## src/shared/hbs_pkg.sv

```systemverilog
/*
  hbs_pkg: constants, register map and types of the holding brake
  sequencer.
  assumes a 100 MHz mclk and a 32-bit Avalon-MM master on the bus.
*/
package hbs_pkg;

  // ====================================================
  // timing
  localparam int CLK_NS = 10;
  localparam int TICK_NS = 1000000;
  localparam int TICK_CYC = TICK_NS / CLK_NS;
  localparam int DIV_W = $clog2(TICK_CYC);
  localparam int TW = 20;
  localparam int SW = 16;
  localparam real MAG_TIME_S = 0.0;
  localparam real OPEN_TIME_S = 0.1;
  localparam real CLOSE_TIME_S = 0.1;
  localparam real MON_TIME_S = 300.0;
  localparam real PCD_TIME_S = 0.01;
  localparam int STANDSTILL_RPM = 20;

  // ====================================================
  // reset values (timers in 1 ms ticks)
  localparam logic [TW-1:0] RST_MAG = TW'(int'(MAG_TIME_S * 1000.0));
  localparam logic [TW-1:0] RST_OPEN = TW'(int'(OPEN_TIME_S * 1000.0));
  localparam logic [TW-1:0] RST_CLOSE = TW'(int'(CLOSE_TIME_S * 1000.0));
  localparam logic [TW-1:0] RST_MON = TW'(int'(MON_TIME_S * 1000.0));
  localparam logic [TW-1:0] RST_PCD = TW'(int'(PCD_TIME_S * 1000.0));
  localparam logic [SW-1:0] RST_THR = SW'(STANDSTILL_RPM);
  localparam logic [11:0] RST_MODE = 12'h000;

  // ====================================================
  // register byte addresses
  localparam logic [7:0] ADR_CMD = 8'h00;
  localparam logic [7:0] ADR_MODE = 8'h04;
  localparam logic [7:0] ADR_MAG = 8'h08;
  localparam logic [7:0] ADR_OPEN = 8'h0C;
  localparam logic [7:0] ADR_CLOSE = 8'h10;
  localparam logic [7:0] ADR_MON = 8'h14;
  localparam logic [7:0] ADR_PCD = 8'h18;
  localparam logic [7:0] ADR_THR = 8'h1C;
  localparam logic [7:0] ADR_SFREQ = 8'h20;
  localparam logic [7:0] ADR_STORQ = 8'h24;
  localparam logic [7:0] ADR_STAT = 8'h28;

  // ====================================================
  // field positions
  localparam int CMD_ON = 0;
  localparam int CMD_RAMP = 1;
  localparam int CMD_QUICK = 2;
  localparam int CMD_COAST = 3;
  localparam int MD_BRK = 0;
  localparam int MD_FOS = 2;
  localparam int MD_FCS = 4;
  localparam int MD_SFS = 6;
  localparam int MD_STS = 8;
  localparam int MD_SWO = 10;
  localparam int MD_SWC = 11;
  localparam int ST_MOTOR = 0;
  localparam int ST_HOLD = 1;
  localparam int ST_SLIP = 2;
  localparam int ST_QUICK = 3;
  localparam int ST_STATE = 4;
  localparam int ST_BRAKE = 12;

  // ====================================================
  // types
  typedef enum logic [1:0] {
    HBS_BRK_LOCK = 2'h0,
    HBS_BRK_SEQ = 2'h1,
    HBS_BRK_OPEN = 2'h2,
    HBS_BRK_LINK = 2'h3
  } hbs_brk_type;

  typedef enum logic [2:0] {
    HBS_IDLE = 3'h0,
    HBS_MAG = 3'h1,
    HBS_OPEN = 3'h3,
    HBS_RUN = 3'h2,
    HBS_STOP = 3'h6,
    HBS_CLOSE = 3'h7
  } hbs_seq_type;

  typedef struct packed {
    logic read;
    logic write;
    logic [7:0] address;
    logic [31:0] writedata;
    logic [3:0] byteenable;
  } hbs_av_req_type;

  typedef struct packed {
    logic [31:0] readdata;
    logic waitrequest;
  } hbs_av_rsp_type;

  typedef struct packed {
    hbs_seq_type st;
    logic [DIV_W-1:0] div;
    logic [TW-1:0] cnt_a;
    logic [TW-1:0] cnt_b;
    logic mon_run;
    logic pcd_run;
    logic quick;
    logic [11:0] mode;
    logic [TW-1:0] t_mag;
    logic [TW-1:0] t_open;
    logic [TW-1:0] t_close;
    logic [TW-1:0] t_mon;
    logic [TW-1:0] t_pcd;
    logic [SW-1:0] thr;
    logic [SW-1:0] sfreq;
    logic [SW-1:0] storq;
    logic [1:0] sync1;
    logic [1:0] sync2;
    logic wt;
    logic [31:0] rdata;
    logic motor;
    logic brake;
    logic hold;
    logic slip;
    logic [SW-1:0] fout;
    logic [SW-1:0] tout;
  } hbs_state_type;

endpackage

```

## src/hbs_brake_seq.sv

```systemverilog
/*
  hbs_brake_seq: holding brake sequencer with its Avalon-MM register
  slave, timers, mode and force selection.
  assumes speed inputs and external sources come from logic on mclk;
  the two force pins are asynchronous.
*/
`timescale 1ns/1ps
`default_nettype none

// Functional notes
// RULE_01 - on start, magnetize first, then open brake
// RULE_02 - hold zero speed until opening time ends
// RULE_03 - setpoint below threshold starts monitor timer
// RULE_04 - actual speed below threshold starts delay timer
// RULE_05 - first expiring stop timer closes brake
// RULE_06 - keep motor on for closing time
// RULE_07 - coast stop closes brake at once
// RULE_08 - brake mode: locked, sequence, open, linked
// RULE_09 - brake command readable as status bit 12
// RULE_10 - selectable forced open input, default none
// RULE_11 - selectable forced close input, default none
// RULE_12 - configurer keeps magnetizing time above zero
// RULE_13 - opening time exceeds relay plus release
// RULE_14 - closing time exceeds relay plus closing
// RULE_15 - nonzero start frequency enables slip compensation
// RULE_16 - start frequency from selectable source
// RULE_17 - start torque from selectable source
// RULE_18 - configurer raises boost or torque if sagging
// RULE_19 - timers count ticks, restart on requests
module hbs_brake_seq
  import hbs_pkg::*;
#(
  parameter int TICK_CYCLES = TICK_CYC
) (
  input wire logic mclk,
  input wire logic rst_b,
  input wire hbs_av_req_type av_req,
  output var hbs_av_rsp_type av_rsp,
  input wire logic [SW-1:0] speed_setpoint,
  input wire logic [SW-1:0] speed_actual,
  input wire logic [SW-1:0] freq_ext,
  input wire logic [SW-1:0] torque_ext,
  input wire logic [1:0] force_pin,
  output logic motor_enable,
  output logic brake_open,
  output logic ramp_hold,
  output logic quick_ramp,
  output logic slip_comp_en,
  output logic [SW-1:0] startup_freq,
  output logic [SW-1:0] startup_torque
);

  localparam hbs_state_type RST_S = '{
    st: HBS_IDLE,
    wt: 1'b1,
    mode: RST_MODE,
    t_mag: RST_MAG,
    t_open: RST_OPEN,
    t_close: RST_CLOSE,
    t_mon: RST_MON,
    t_pcd: RST_PCD,
    thr: RST_THR,
    default: '0
  };

  hbs_state_type s_ff;
  hbs_state_type nxt_s;
  logic tick_c;
  logic accept_c;
  logic commit_c;
  logic on_c;
  logic stop_c;
  logic coast_c;
  logic done_c;
  logic fo_cur;
  logic fc_cur;

  // ====================================================
  // helpers
  function automatic logic [31:0] be_merge(
    input logic [31:0] old_v,
    input logic [31:0] new_v,
    input logic [3:0] be
  );
    logic [31:0] r;
    r = old_v;
    for (int i = 0; i < 4; i++) begin
      if (be[i]) begin
        r[i*8 +: 8] = new_v[i*8 +: 8];
      end
    end
    return r;
  endfunction

  // source 0 is unconnected, 3 is the software bit
  function automatic logic src_bit(
    input logic [1:0] sel,
    input logic [1:0] pins,
    input logic sw
  );
    logic r;
    case (sel)
      2'h1: r = pins[0];
      2'h2: r = pins[1];
      2'h3: r = sw;
      default: r = 1'b0;
    endcase
    return r;
  endfunction

  function automatic logic [31:0] rd_mux(
    input hbs_state_type s,
    input logic [7:0] adr
  );
    logic [31:0] r;
    r = 32'h0;
    case (adr)
      ADR_MODE: r = {20'h0, s.mode};
      ADR_MAG: r = {12'h0, s.t_mag};
      ADR_OPEN: r = {12'h0, s.t_open};
      ADR_CLOSE: r = {12'h0, s.t_close};
      ADR_MON: r = {12'h0, s.t_mon};
      ADR_PCD: r = {12'h0, s.t_pcd};
      ADR_THR: r = {16'h0, s.thr};
      ADR_SFREQ: r = {16'h0, s.sfreq};
      ADR_STORQ: r = {16'h0, s.storq};
      ADR_STAT: begin
        r[ST_MOTOR] = s.motor;
        r[ST_HOLD] = s.hold;
        r[ST_SLIP] = s.slip;
        r[ST_QUICK] = s.quick;
        r[ST_STATE +: 3] = s.st;
        // RULE_09 brake status bit
        r[ST_BRAKE] = s.brake;
      end
      default: r = 32'h0;
    endcase
    return r;
  endfunction

  // ====================================================
  // bus decode
  // one wait cycle: accepted with waitrequest high, answered next
  assign accept_c = (av_req.read || av_req.write) && s_ff.wt;
  assign commit_c = av_req.write && !s_ff.wt;
  assign on_c = commit_c && av_req.address == ADR_CMD
    && av_req.byteenable[0] && av_req.writedata[CMD_ON];
  assign stop_c = commit_c && av_req.address == ADR_CMD
    && av_req.byteenable[0]
    && (av_req.writedata[CMD_RAMP] || av_req.writedata[CMD_QUICK]);
  assign coast_c = commit_c && av_req.address == ADR_CMD
    && av_req.byteenable[0] && av_req.writedata[CMD_COAST];
  assign tick_c = s_ff.div == DIV_W'(TICK_CYCLES - 1);
  // RULE_05 whichever timer expires first
  assign done_c = (s_ff.mon_run && s_ff.cnt_a >= s_ff.t_mon)
    || (s_ff.pcd_run && s_ff.cnt_b >= s_ff.t_pcd);
  assign fo_cur = src_bit(s_ff.mode[MD_FOS +: 2], s_ff.sync2,
    s_ff.mode[MD_SWO]);
  assign fc_cur = src_bit(s_ff.mode[MD_FCS +: 2], s_ff.sync2,
    s_ff.mode[MD_SWC]);

  // ====================================================
  // next state
  always_comb begin
    logic [31:0] wv;
    logic seq_brk;
    logic fo;
    logic fc;
    logic starting;
    wv = 32'h0;
    seq_brk = 1'b0;
    fo = 1'b0;
    fc = 1'b0;
    starting = 1'b0;
    nxt_s = s_ff;
    nxt_s.sync1 = force_pin;
    nxt_s.sync2 = s_ff.sync1;
    nxt_s.wt = !accept_c;
    if (accept_c && av_req.read) begin
      nxt_s.rdata = rd_mux(s_ff, av_req.address);
    end
    if (commit_c) begin
      wv = be_merge(rd_mux(s_ff, av_req.address), av_req.writedata,
        av_req.byteenable);
      case (av_req.address)
        ADR_MODE: nxt_s.mode = wv[11:0];
        ADR_MAG: nxt_s.t_mag = wv[TW-1:0];
        ADR_OPEN: nxt_s.t_open = wv[TW-1:0];
        ADR_CLOSE: nxt_s.t_close = wv[TW-1:0];
        ADR_MON: nxt_s.t_mon = wv[TW-1:0];
        ADR_PCD: nxt_s.t_pcd = wv[TW-1:0];
        ADR_THR: nxt_s.thr = wv[SW-1:0];
        ADR_SFREQ: nxt_s.sfreq = wv[SW-1:0];
        ADR_STORQ: nxt_s.storq = wv[SW-1:0];
        default: nxt_s.mode = s_ff.mode;
      endcase
    end
    // RULE_19 millisecond tick and saturating counters
    nxt_s.div = tick_c ? '0 : DIV_W'(s_ff.div + 1'b1);
    if (tick_c && !(&s_ff.cnt_a)) begin
      nxt_s.cnt_a = s_ff.cnt_a + 1'b1;
    end
    if (tick_c && s_ff.pcd_run && !(&s_ff.cnt_b)) begin
      nxt_s.cnt_b = s_ff.cnt_b + 1'b1;
    end
    case (s_ff.st)
      HBS_IDLE: begin
        if (on_c) begin
          nxt_s.st = HBS_MAG;
          nxt_s.cnt_a = '0;
          nxt_s.div = '0;
        end
      end
      // RULE_01 brake opens only after magnetizing
      HBS_MAG: begin
        if (s_ff.cnt_a >= s_ff.t_mag) begin
          nxt_s.st = HBS_OPEN;
          nxt_s.cnt_a = '0;
        end
      end
      // RULE_02 ramp released after opening time
      HBS_OPEN: begin
        if (s_ff.cnt_a >= s_ff.t_open) begin
          nxt_s.st = HBS_RUN;
        end
      end
      HBS_RUN: nxt_s.st = HBS_RUN;
      HBS_STOP: begin
        // RULE_03 monitor timer on setpoint
        if (!s_ff.mon_run && speed_setpoint < s_ff.thr) begin
          nxt_s.mon_run = 1'b1;
          nxt_s.cnt_a = '0;
        end
        // RULE_04 delay timer on measured speed
        if (!s_ff.pcd_run && speed_actual < s_ff.thr) begin
          nxt_s.pcd_run = 1'b1;
          nxt_s.cnt_b = '0;
        end
        // RULE_05 close on first expiry
        if (done_c) begin
          nxt_s.st = HBS_CLOSE;
          nxt_s.cnt_a = '0;
          nxt_s.mon_run = 1'b0;
          nxt_s.pcd_run = 1'b0;
        end
      end
      // RULE_06 motor stays energized while closing
      HBS_CLOSE: begin
        if (s_ff.cnt_a >= s_ff.t_close) begin
          nxt_s.st = HBS_IDLE;
        end
      end
      default: nxt_s.st = HBS_IDLE;
    endcase
    // RULE_19 stop request restarts the timers
    if (stop_c && (s_ff.st == HBS_MAG || s_ff.st == HBS_OPEN
        || s_ff.st == HBS_RUN)) begin
      nxt_s.st = HBS_STOP;
      nxt_s.cnt_a = '0;
      nxt_s.cnt_b = '0;
      nxt_s.div = '0;
      nxt_s.mon_run = 1'b0;
      nxt_s.pcd_run = 1'b0;
      nxt_s.quick = av_req.writedata[CMD_QUICK];
    end
    // RULE_07 coast stop drops motor, brake and hold at once
    if (coast_c) begin
      nxt_s.st = HBS_IDLE;
      nxt_s.mon_run = 1'b0;
      nxt_s.pcd_run = 1'b0;
    end
    // outputs follow the next state so they stay in step with it
    seq_brk = nxt_s.st == HBS_OPEN || nxt_s.st == HBS_RUN
      || nxt_s.st == HBS_STOP;
    starting = nxt_s.st == HBS_MAG || nxt_s.st == HBS_OPEN;
    // force sources read only the second sync stage, so the brake
    // follows a force change one cycle later than the sync output
    fo = fo_cur;
    fc = fc_cur;
    nxt_s.motor = nxt_s.st != HBS_IDLE;
    nxt_s.hold = starting;
    // RULE_08 brake mode selection
    case (hbs_brk_type'(nxt_s.mode[MD_BRK +: 2]))
      HBS_BRK_LOCK: nxt_s.brake = 1'b0;
      HBS_BRK_OPEN: nxt_s.brake = 1'b1;
      default: nxt_s.brake = seq_brk;
    endcase
    // RULE_10 forced open overrides the mode
    if (fo) begin
      nxt_s.brake = 1'b1;
    end
    // RULE_11 forced close wins over forced open
    if (fc || coast_c) begin
      nxt_s.brake = 1'b0;
    end
    // RULE_15 slip compensation follows start frequency
    nxt_s.slip = nxt_s.sfreq != '0;
    // RULE_16 start frequency source
    nxt_s.fout = '0;
    if (starting) begin
      case (nxt_s.mode[MD_SFS +: 2])
        2'h0: nxt_s.fout = nxt_s.sfreq;
        2'h1: nxt_s.fout = freq_ext;
        default: nxt_s.fout = '0;
      endcase
    end
    // RULE_17 start torque source
    nxt_s.tout = '0;
    if (starting) begin
      case (nxt_s.mode[MD_STS +: 2])
        2'h1: nxt_s.tout = nxt_s.storq;
        2'h2: nxt_s.tout = torque_ext;
        default: nxt_s.tout = '0;
      endcase
    end
  end

  always_ff @(posedge mclk) begin
    if (!rst_b) begin
      s_ff <= RST_S;
    end else begin
      s_ff <= nxt_s;
    end
  end

  assign av_rsp = '{readdata: s_ff.rdata, waitrequest: s_ff.wt};
  assign motor_enable = s_ff.motor;
  assign brake_open = s_ff.brake;
  assign ramp_hold = s_ff.hold;
  assign quick_ramp = s_ff.quick;
  assign slip_comp_en = s_ff.slip;
  assign startup_freq = s_ff.fout;
  assign startup_torque = s_ff.tout;
endmodule

`default_nettype wire

```

## config.mk

```make
export PLATFORM = sky130hd
export DESIGN_NAME = hbs_brake_seq
export DESIGN_NICKNAME = d
export VERILOG_FILES = /design/src/shared/hbs_pkg.sv /design/src/hbs_brake_seq.sv
export SDC_FILE = /design/constraint.sdc
export NUM_CORES = 1
export LEC_CHECK = 0
export ABC_CLOCK_PERIOD_IN_PS = 4750
export BUFFER_PORTS_ARGS = -buffer_cell sky130_fd_sc_hd__buf_2
export CAP_MARGIN = 20
export CORE_ASPECT_RATIO = 1.2
export CORE_UTILIZATION = 45
export CTS_BUF_LIST = sky130_fd_sc_hd__clkbuf_16
export CTS_CLUSTER_DIAMETER = 30
export CTS_CLUSTER_SIZE = 14
export DETAILED_ROUTE_END_ITERATION = 8
export GPL_TIMING_DRIVEN = 0
export SLEW_MARGIN = 20
export SYNTH_ARGS = -nofsm -noshare
export SYNTH_HDL_FRONTEND = slang
export SYNTH_SLANG_ARGS = --single-unit
```

## constraint.sdc

```tcl
create_clock -name mclk -period 4.75 [get_ports mclk]
set_input_delay 0.475 -clock mclk [delete_from_list [all_inputs] [get_ports mclk]]
set_output_delay 0.475 -clock mclk [all_outputs]
set_load 0.03 [all_outputs]
```

=== After elaboration in Yosys (flattened, before gate mapping) ===
Cells that the tools add are included.
Widths: inputs -> output; s select.

* Word-level logic and storage cells: 168
* Register bits: 296
* Output and inout bits: 70
* Input bits: 114

* Add/subtract/negate cells: 3
* Magnitude comparators: 7
* Bitwise gates (word level): 1
* Equality and inequality tests: 30
* Reduce and logical (&&, ||, !) cells: 54
* Mux-type cells: 46

{| class="wikitable"
|+ Operators with widths
! kind !! number
|-
| $mux 20 || 11
|-
| $mux 158 || 1
|-
| $pmux 7 s8 || 2
|-
| $ge 20x20->1 || 5
|-
| $pmux 7 s10 || 1
|-
| $pmux 16 s2 || 2
|-
| $mux 63 || 1
|-
| $pmux 20 s3 || 1
|-
| $mux 16 || 3
|-
| $pmux 5 s9 || 1
|-
| $add 20x1->20 const B || 2
|-
| $mux 40 || 1
|-
| $pmux 5 s8 || 1
|-
| $reduce_and 20->1 || 2
|-
| $mux 17 || 2
|-
| $eq 8x5->1 const B || 4
|-
| $lt 16x16->1 || 2
|-
| $eq 8x6->1 const B || 3
|-
| $mux 22 || 1
|-
| $reduce_and 2->1 || 10
|-
| $pmux 3 s6 || 1
|-
| $add 17x1->17 const B || 1
|-
| $eq 17x17->1 const B || 1
|-
| $eq 8x4->1 const B || 2
|-
| other kinds (27) || 80
|}

=== Logic depth before layout (Yosys ltp) ===
Gate-level depths: netlist of the first run.

* Depth after elaboration: 14
* Depth in mapped cells: 16
* Mapped depth without buffers: 12

=== Worst setup path before layout of the first run ===
Ideal clock, no wire load.

* Path kind: in2reg
* From: input port av_req[40] in the netlist's numbering
* To: register s_ff, in the netlist startup_torque[14]
* Setup time: 0.080 ns
* Arrival: 3.250 ns
* Stages on the path: 14
* Data required time: 4.670 ns
* Setup slack: 1.420 ns
* Path buffers: 5
* Path through: buf_2 or4_1 buf_2 buf_4 o32a_1 a41oi_2 mux2i_1 inv_1 ha_1 clkbuf_1 clkbuf_1 nand2_1 o21ai_0 nor3b_1

{| class="wikitable"
|+ RTL lines
! what !! line !! RTL
|-
| start: declaration || hbs_brake_seq.sv:37 || <nowiki>input wire hbs_av_req_type av_req,</nowiki>
|-
| end signal: assignment || hbs_brake_seq.sv:322 || <nowiki>s_ff <= nxt_s;</nowiki>
|-
| end: declaration || hbs_brake_seq.sv:66 || <nowiki>hbs_state_type s_ff;</nowiki>
|}

==> impl_results.md, run 1 <==
* Status: completed
* Top cell type's share of synthesized area at 35.0%
* WHS Endpoint: nxt_s[70]
* Post-synthesis sequential area ratio at 35.0%
* Max cap viols at 0
* Max-slew violation count at 0
* Final wirelength at 62800 um
* Die height at 210 um
* Max Freq at 0.231 GHz
* FF+latch count, synth at 284
* CTS Hold Bufs at 0
* Area of the multi-input gates at 9210 um^2
* Most common cell after layout, fill and taps aside: dfxtp_1
* Hold path depth at 2
* Worst hold margin at 64.8 ps
* Worst Skew at 30.1 ps
* Slew Limit Headroom at 13.8%
* H-tree levels at 2
* Iteration-0 DRC Markers at 1363
* Worst Setup Path Type: input port to register
* Initial Util at 46.1%
* Detail Placement HPWL at 48900 um
* Design Power at 7.29 mW
* FF-to-FF Start: s_ff[256]
* Cts bufs inserted at 61
* Most frequent cells in the layout: 284 x dfxtp_1, 276 x nand2_1, 199 x nor2_1
* CP Max Fanout at 10
* Yosys top cell by area: dfxtp_1
* Avg Cell Area, Syn at 8.04 um^2
* Worst reg2reg path depth at 11
* Yosys warns at 0
* Total GRT Usage at 34.1%
* Initial antenna violation count at 0
* Placed Cells at 2650
* Post-CTS Repair Setup Buffers at 0
* Worst-Margin Slew at 1290 ps
* Pin count of the biggest net entering global routing at 18
* Cts repair resizes at 0
* Tcrit/Tclk final at 91.1%
* Hold Violations, Final at 0
* Area Growth Syn to Fin at 22.4%
* Syn Inst Count at 2021
* Startpoint types: input port
* Die area at 36900 um^2
* Crit path DAT at 4850 ps
* Main flop type after synthesis: dfxtp_1
* Routed Antenna Nets at 0
* Clk sinks at 284
* Filler Cells Inserted at 3366
* HP Start: force_pin[1]
* CP Capture Type: register
* Reg2reg setup slack at 810 ps
* Post-synth EDFFs at 0
* Total gr overflow at 0
* Vias post-DR at 15900
* Synth async-reset ratio at 0%
* HP Class: input port to register
* Clock Latency Late Sink at 620 ps
* Ant diodes at 0
* Critical path launch point: av_req[38]
* DIE WIDTH at 176 um
* Syn Std Cell Area at 16300 um^2
* Core area at 35300 um^2
* Vias in the first global route at 15700
* Register area at 5690 um^2
* Drt first pass iters at 5
* Cell Pwr Density at 367 nW/um^2
* Vias/cell at 5.76
* Longest Clk Path Bufs at 3
* TritonCTS clock tree: done
* Routed wire length per instance at 22.7 um
* Worst-path clk slew at 50 ps
* Dominant cells by area after synthesis: dfxtp_1 35%, ha_1 10%, nand2_1 6.4%
* Fin Setup TNS at 0 ps
* Worst Path Required at 5280 ps
* Leakage at 8.18 nW
* Non-Filler Instances at 2765
* Yosys cell types at 91
* Root Buffer: clkbuf_16
* Ports at 184
* Peak supply drop at 0.306 mV
* I/O Buffers at 155
* # setup viols final at 0
* RR Endpoint: startup_torque[15]
* Layout cells sized above 1 at 17.4%
* Nets at 2500
* Final min period at 4330 ps
* # DRC at 0
* First-pass GRT wire length at 93900 um
* Num rows at 75
* RePlAce Congestion at 0.989
* RSZ-0062 raised after global routing: false
## final cells by class
class	instances	share of cell area, %
well taps	462	2.91
repair buffers	156	3.94
multi-input cells	1440	46.3
plain buffers	164	4.53
flip-flops and latches	284	28.6
inverters	144	2.72
clock buffers	61	7.67
clock inverters	54	3.37
## power by group
group / total [mW] / internal, mW / switching [mW]
Combinational: 0.387 / 0.119 / 0.268
Sequential: 2.41 / 2.40 / 0.00914
Clock: 4.50 / 3.01 / 1.49
## cell families after synthesis
family          count (synthesis)  synth area share [%]
compound gates                459                  18.7
xor+xnor                       52                  2.80
fa+ha+maj                     135                  10.4
buf+inv                       308                  8.87
flops                         284                  35.0
mux                            49                  3.36
other cells                     1                0.0231
simple gates                  733                  20.9
## worst max-delay path by stage
stage | end | cells after the start
final | startup_torque[14] | 14
after CTS | startup_torque[14] | 14
after global routing | startup_torque[14] | 14
after floorplan | startup_torque[14] | 14
after global placement | startup_torque[14] | 14
after detailed placement | startup_torque[14] | 14
## per-layer routing
metal / wire length, um / global-route usage [%] / vias to the layer above
met4: 4560 / 23.6 / 0
met2: 29400 / 57.4 / 716
met1: 24300 / 39.3 / 7512
met5: 0 / 0 / -
li1: - / - / 7473
met3: 4570 / 5.74 / 226
## through the flow
step / area, um^2 / worst slack, ps / util (%)
floorplan: 16300 / 1420 / -
global placement: 17700 / 20.4 / 50.0
detailed placement: 17700 / 21.4 / 50.2
CTS: 19900 / 616 / 56.4
global route: 19900 / 354 / 56.4
finish: 19900 / 425 / 56.4
## worst max-delay path, stage by stage
cell      delay, ps
buf_2           140
buf_2           290
nor4b_1         830
nand2_1         300
o32a_1          330
a41oi_2         740
mux2i_1         420
inv_1           140
ha_1            150
clkbuf_1        260
clkbuf_1        400
nand2_1          80
o21ai_0          90
nor3b_1         190
## registers in the layout (all words and copies together) (netlist names)
| name | cells |
|---|---|
| av_rsp | 21 |
| brake_open | 1 |
| motor_enable | 1 |
| nxt_s | 2 |
| quick_ramp | 1 |
| ramp_hold | 1 |
| s_ff | 224 |
| slip_comp_en | 1 |
| startup_freq | 16 |
| startup_torque | 16 |
## synth_stat cells (all sizes together), types with 6 or more instances
cell type    n
nand2b      22
nor3b       11
a21o        36
nand3b       6
dfxtp      284
o2111ai      6
a21oi      182
o22ai       10
xnor2       31
a2bb2oi      9
o21ai       53
and2        22
xor2        21
or4b         6
nor4        14
mux2i       35
a2111oi      7
nor3        62
mux2        11
ha         135
a22oi       41
a211oi      14
clkbuf      73
nand3       46
inv        142
nand4       22
a221oi       8
nor2b        7
nand2      276
buf         91
a41oi        7
and3        12
nor2       202
o211ai      39
Note: power is estimated with default switching activity, not from simulation.
==> inputs of run 2 (changes only) <==
--- a/config.mk
+++ b/config.mk
@@ -15,6 +15,7 @@
 export CTS_CLUSTER_SIZE = 14
 export DETAILED_ROUTE_END_ITERATION = 8
 export GPL_TIMING_DRIVEN = 0
+export PLACE_DENSITY = 0.61
 export SLEW_MARGIN = 20
 export SYNTH_ARGS = -nofsm -noshare
 export SYNTH_HDL_FRONTEND = slang
==> run 2 against run 1 <==
Largest power group unchanged. Critical path depth down 1. Power shrank 7.1%. Sequential power is essentially flat. Combinational power about the same. Clock-buffer cell count down 3. Critical path type unchanged. Largest cell class unchanged.
==> impl_results.md, run 2 (synthesis results as in run 1) <==
* Status: completed
* Worst-Margin Slew at 1150 ps
* Slew Limit Headroom at 23.1%
* First-pass GRT wire length at 92700 um
* Routed wire length per instance at 22.5 um
* HP Class: input port to register
* Detail Placement HPWL at 48100 um
* Cell Pwr Density at 345 nW/um^2
* # DRC at 0
* Cts bufs inserted at 58
* CP Capture Type: register
* Worst Setup Path Type: input port to register
* Leakage at 8.07 nW
* Critical path's top delay family: buffers and inverters
* Total GRT Usage at 33.7%
* Final worst setup slack at 450 ps
* Hold Violations, Final at 0
* Die area at 36900 um^2
* Final min period at 4300 ps
* Vias/cell at 5.79
* Tcrit/Tclk final at 90.5%
* Ports at 184
* WHS Endpoint: nxt_s[69]
* Vias post-DR at 16000
* Reg2reg setup slack at 930 ps
* Core area at 35300 um^2
* Cts repair resizes at 0
* H-tree levels at 2
* Total gr overflow at 0
* Initial antenna violation count at 1
* Area Growth Syn to Fin at 20.8%
* Worst path cell trace: buf_2 > nor4b_2 > clkbuf_1 > a22oi_1 > o22ai_1 > nor3_1 > o31a_1 > nor2_1 > a21oi_1 > ha_1 > buf_1 > clkbuf_1 > nor3_1
* Root Buffer: clkbuf_16
* Most flops, register: s_ff
* Post-Layout Inst Area at 19600 um^2
* HP Start: force_pin[0]
* Most common cell after layout, fill and taps aside: dfxtp_1
* Post-CTS Repair Setup Buffers at 0
* Die height at 210 um
* Non-Filler Instances at 2762
* Initial Util at 46.1%
* RSZ-0062 raised after global routing: false
* CP Buf/Inv Count at 4
* Pin count of the biggest net entering global routing at 16
* Worst Skew at 15.4 ps
* Clock Latency Late Sink at 590 ps
* Post-placement setup slack at 70.4 ps
* Nets at 2499
* CTS Hold Bufs at 0
* Routed Antenna Nets at 0
* Layout cells sized above 1 at 17.2%
* RePlAce Congestion at 1.01
* Number of flip-flops in the largest register at 224
* Clk sinks at 284
* Crit-path slowest cell: nor4b_2
* I/O Buffers at 155
* CP Max Fanout at 10
* FF-to-FF Start: s_ff[201]
* Hold path depth at 2
* Peak supply drop at 0.313 mV
* Max cap viols at 0
* Final wirelength at 62000 um
* Crit path DAT at 4740 ps
* Worst-path clk slew at 50 ps
* Slowest stage delay, CP at 770 ps
* Worst Path Required at 5190 ps
* Startpoint types: input port
* Fin Setup TNS at 0 ps
* Placed Area at 17700 um^2
* Placed Cells at 2652
* Longest Clk Path Bufs at 3
* Max Freq at 0.233 GHz
* Most frequent cells in the layout: 284 x dfxtp_1, 276 x nand2_1, 199 x nor2_1
* Iteration-0 DRC Markers at 1349
* Max-slew violation count at 0
* RR Endpoint: brake_open
* Vias in the first global route at 15500
* # setup viols final at 0
* Drt first pass iters at 6
* Design Power at 6.77 mW
* TritonCTS clock tree: done
* Num rows at 75
* DIE WIDTH at 176 um
* Worst reg2reg path depth at 7
## run 2: cell count changes in the layout (fill, tap and decap cells not counted), sizes merged
cell and change:
diode +1, clkinvlp +2, bufinv -6, clkinv -3
inv +4, clkbuf -3, buf +2
## run 2: layout make-up
cell class,count,area [um^2]
repair buffers,158,802
fillers,3344,15700
diodes,1,2.50
inverters,144,541
clock inverters,51,473
multi-input cells,1440,9200
well taps,462,578
clock buffers,58,1450
plain buffers,164,901
flip-flops and latches,284,5690
## run 2: how the worst max path moves through the flow
stage | from | endpoint | slack, ps | cells after the start
finish | av_req[41] | startup_torque[8] | 450 | 13
global route | av_req[41] | startup_torque[13] | 370 | 15
CTS | av_req[41] | startup_torque[8] | 660 | 13
detailed placement | av_req[41] | startup_torque[8] | 70 | 13
global placement | av_req[38] | startup_torque[14] | 60 | 14
floorplan | av_req[40] | startup_torque[14] | 1420 | 14
## run 2: through the flow
stage          hold WS [ps]  util [%]
5_1_grt                 104      55.6
4_1_cts                89.1      55.6
3_5_place_dp            427      50.2
6_report               98.9      55.6
3_3_place_gp            429      50.0
2_1_floorplan           412         -
## run 2: worst reg2reg max path, cell delays in order, from the launching register on
cell       delay, ps
dfxtp_1          400
or3b_2           460
a2111oi_0        600
a221oi_1         250
a32oi_2          890
mux2i_1          420
a221oi_1         530
a21oi_1          120
## run 2: layer usage
metal	GRT usage [%]	up-vias	routed length (um)
met4	25.0	0	5250
met2	55.5	825	28100
met1	38.9	7479	23400
met3	6.20	245	5290
met5	0	-	0
li1	-	7456	-
## run 2: where the power goes
group | internal, mW | switching (mW) | total [mW]
Sequential | 2.40 | 0.00900 | 2.41
Combinational | 0.120 | 0.267 | 0.387
Clock | 2.56 | 1.42 | 3.98
Total | 5.08 | 1.70 | 6.77
==> inputs of run 3 (changes only) <==
==> config.mk (replaced) <==
export PLATFORM = sky130hd
export DESIGN_NAME = hbs_brake_seq
export DESIGN_NICKNAME = d
export VERILOG_FILES = /design/src/shared/hbs_pkg.sv /design/src/hbs_brake_seq.sv
export SDC_FILE = /design/constraint.sdc
export NUM_CORES = 1
export LEC_CHECK = 0
export ABC_CLOCK_PERIOD_IN_PS = 3900
export BUFFER_PORTS_ARGS = -buffer_cell sky130_fd_sc_hd__clkbuf_2
export CAP_MARGIN = 20
export CORE_ASPECT_RATIO = 1.2
export CORE_UTILIZATION = 45
export CTS_BUF_LIST = sky130_fd_sc_hd__clkbuf_16
export CTS_CLUSTER_DIAMETER = 30
export CTS_CLUSTER_SIZE = 10
export DETAILED_ROUTE_END_ITERATION = 8
export GPL_TIMING_DRIVEN = 0
export PLACE_DENSITY = 0.63
export SLEW_MARGIN = 20
export SYNTH_ARGS = -nofsm -noshare
export SYNTH_HDL_FRONTEND = slang
export SYNTH_SLANG_ARGS = --single-unit
==> constraint.sdc (replaced) <==
create_clock -name mclk -period 3.9 [get_ports mclk]
set_input_delay 0.39 -clock mclk [delete_from_list [all_inputs] [get_ports mclk]]
set_output_delay 0.39 -clock mclk [all_outputs]
set_load 0.03 [all_outputs]
==> run 3 against run 2 <==
Global-route usage is 0.37 points lower. Worst setup slack worse by 330 ps. First-iteration DRC count is 8.9% higher. Largest power group unchanged.
==> impl_results.md, run 3 (synthesis results as in run 1) <==
* Worst path cell trace: clkbuf_2 > or2_1 > clkbuf_1 > or4b_1 > buf_2 > buf_6 > a21oi_1 > a41oi_4 > mux2i_1 > inv_1 > ha_1 > buf_1 > clkbuf_1 > nor3_1
* Critical path launch point: av_req[37]
* Status: completed
* M2 GR Usage at 55.5%
* Max cap viols at 0
* Startpoint types: input port
* Total GRT Usage at 33.3%
* Hold Violations, Final at 0
* Most common cell after layout, fill and taps aside: dfxtp_1
* Reg2reg setup slack at 160 ps
* GRT busiest layer: met2
* Tcrit/Tclk final at 97.0%
* RR Endpoint: brake_open
* Crit path DAT at 4220 ps
* I/O Buffers at 155
* CP Buf/Inv Count at 7
* GRT met1 Usage at 39.2%
* CP Max Fanout at 10
* Area Growth Syn to Fin at 22.6%
* Pin count of the biggest net entering global routing at 11
* Vias in the first global route at 15400
* Filler Cells Inserted at 3357
* Layout cells sized above 1 at 17.5%
* Worst hold margin at 25.7 ps
* Crit-path slowest cell: or4b_1
* Vias/cell at 5.78
* Iteration-0 DRC Markers at 1469
* DIE WIDTH at 176 um
* WHS Endpoint: nxt_s[70]
* Vias post-DR at 16000
* Clock Latency Late Sink at 580 ps
* HP Class: input port to register
* Num rows at 75
* # setup viols final at 0
* Worst Setup Path Type: input port to register
* Routed wire length per instance at 22.2 um
* Leakage at 8.22 nW
* Worst Skew at 36.4 ps
* Critical path's top delay family: buffers and inverters
* Peak supply drop at 0.359 mV
* Nets at 2505
* TritonCTS clock tree: done
* Worst reg2reg path depth at 7
* Initial antenna violation count at 2
* Final wirelength at 61400 um
* First-pass GRT wire length at 91600 um
* Worst-Margin Slew at 1160 ps
* HP Start: force_pin[1]
* Root Buffer: clkbuf_16
* Cts bufs inserted at 66
* # DRC at 0
* Core area at 35300 um^2
* CP dominant cell by count: clkbuf_1
* Initial Util at 46.1%
* Cell Pwr Density at 445 nW/um^2
* Max-slew violation count at 0
* Slew Limit Headroom at 21.9%
* Worst-path clk slew at 50 ps
* Hold path depth at 2
* CP Capture Type: register
* Final min period at 3780 ps
* Routed Antenna Nets at 0
* RSZ-0062 raised after global routing: false
* H-tree levels at 3
* Post-placement setup slack at -784 ps
* RePlAce Congestion at 1.02
* Max Freq at 0.264 GHz
* Ports at 184
* Number of flip-flops in the largest register at 224
* FF-to-FF Start: s_ff[201]
* Most frequent cells in the layout: 284 x dfxtp_1, 276 x nand2_1, 199 x nor2_1
* Final worst setup slack at 116 ps
* Clk sinks at 284
* Most flops, register: s_ff
* Die area at 36900 um^2
* Detail Placement HPWL at 47600 um
* Total gr overflow at 0
* Post-CTS Repair Setup Buffers at 0
* Worst Path Required at 4330 ps
* Slowest stage delay, CP at 620 ps
* Die height at 210 um
* Longest Clk Path Bufs at 3
* Drt first pass iters at 5
* GRT met3 Usage at 5.34%
run 3: changes by cell type in the layout (fill, tap and decap cells not counted), moves of 3 or more:
| cell | previous run | this run |
|---|---|---|
| clkinv_2 | 8 | 11 |
| clkbuf_2 | 2 | 160 |
| buf_2 | 177 | 22 |
| inv_6 | 7 | 4 |
| clkinv_1 | 9 | 12 |
| clkinvlp_4 | 11 | 4 |
| clkbuf_16 | 58 | 68 |
run 3: layout make-up:
class,instances,area [um^2],share of cell area (%)
Clock inverter,51,499,2.50
Tap cell,462,578,2.90
Timing Repair Buffer,156,783,3.93
Antenna cell,2,5.00,0.0251
Sequential cell,284,5690,28.5
Clock buffer,68,1700,8.53
Buffer,164,905,4.54
Inverter,144,541,2.71
Multi-Input combinational cell,1440,9240,46.3
run 3: worst max-delay path by stage:
stage / endpoint / slack (ps) / depth (start not counted)
2_1_floorplan: startup_torque[14] / 660 / 14
3_3_place_gp: startup_torque[14] / -700 / 14
3_5_place_dp: startup_torque[6] / -780 / 13
4_1_cts: startup_torque[14] / 20 / 14
5_1_grt: startup_torque[11] / 0.02 / 14
6_report: startup_torque[6] / 120 / 14
run 3: where the power goes:
part	internal [mW]	switching, mW
clock network	3.69	1.79
logic	0.146	0.326
registers	2.93	0.0114
total	6.76	2.12
run 3: routing by layer:
metal / vias to the layer above / wire [um]
met3: 220 / 4530
met5: - / 0
met2: 802 / 28500
met1: 7523 / 23900
li1: 7475 / -
met4: 0 / 4380
run 3: per-stage QoR:
step	instance area (um^2)	utilization [%]	setup TNS (ps)	power, mW	instances
finish	19900	56.5	0	8.88	2771
global route	19900	56.5	0	9.10	2771
CTS	19900	56.5	0	8.90	2769
detailed placement	17700	50.2	-11470	3.44	2650
global placement	17700	50.0	-10040	3.44	2649
floorplan	16300	-	0	3.24	2032
run 3: repair_timing:
item / in CTS / in global routing
setup endpoints to repair: 15 / 15
endpoints found under the hold margin: 0 / 0
gates cloned: 0 / 0
resized for setup: 5 / 6
hold buffers: 0 / 0
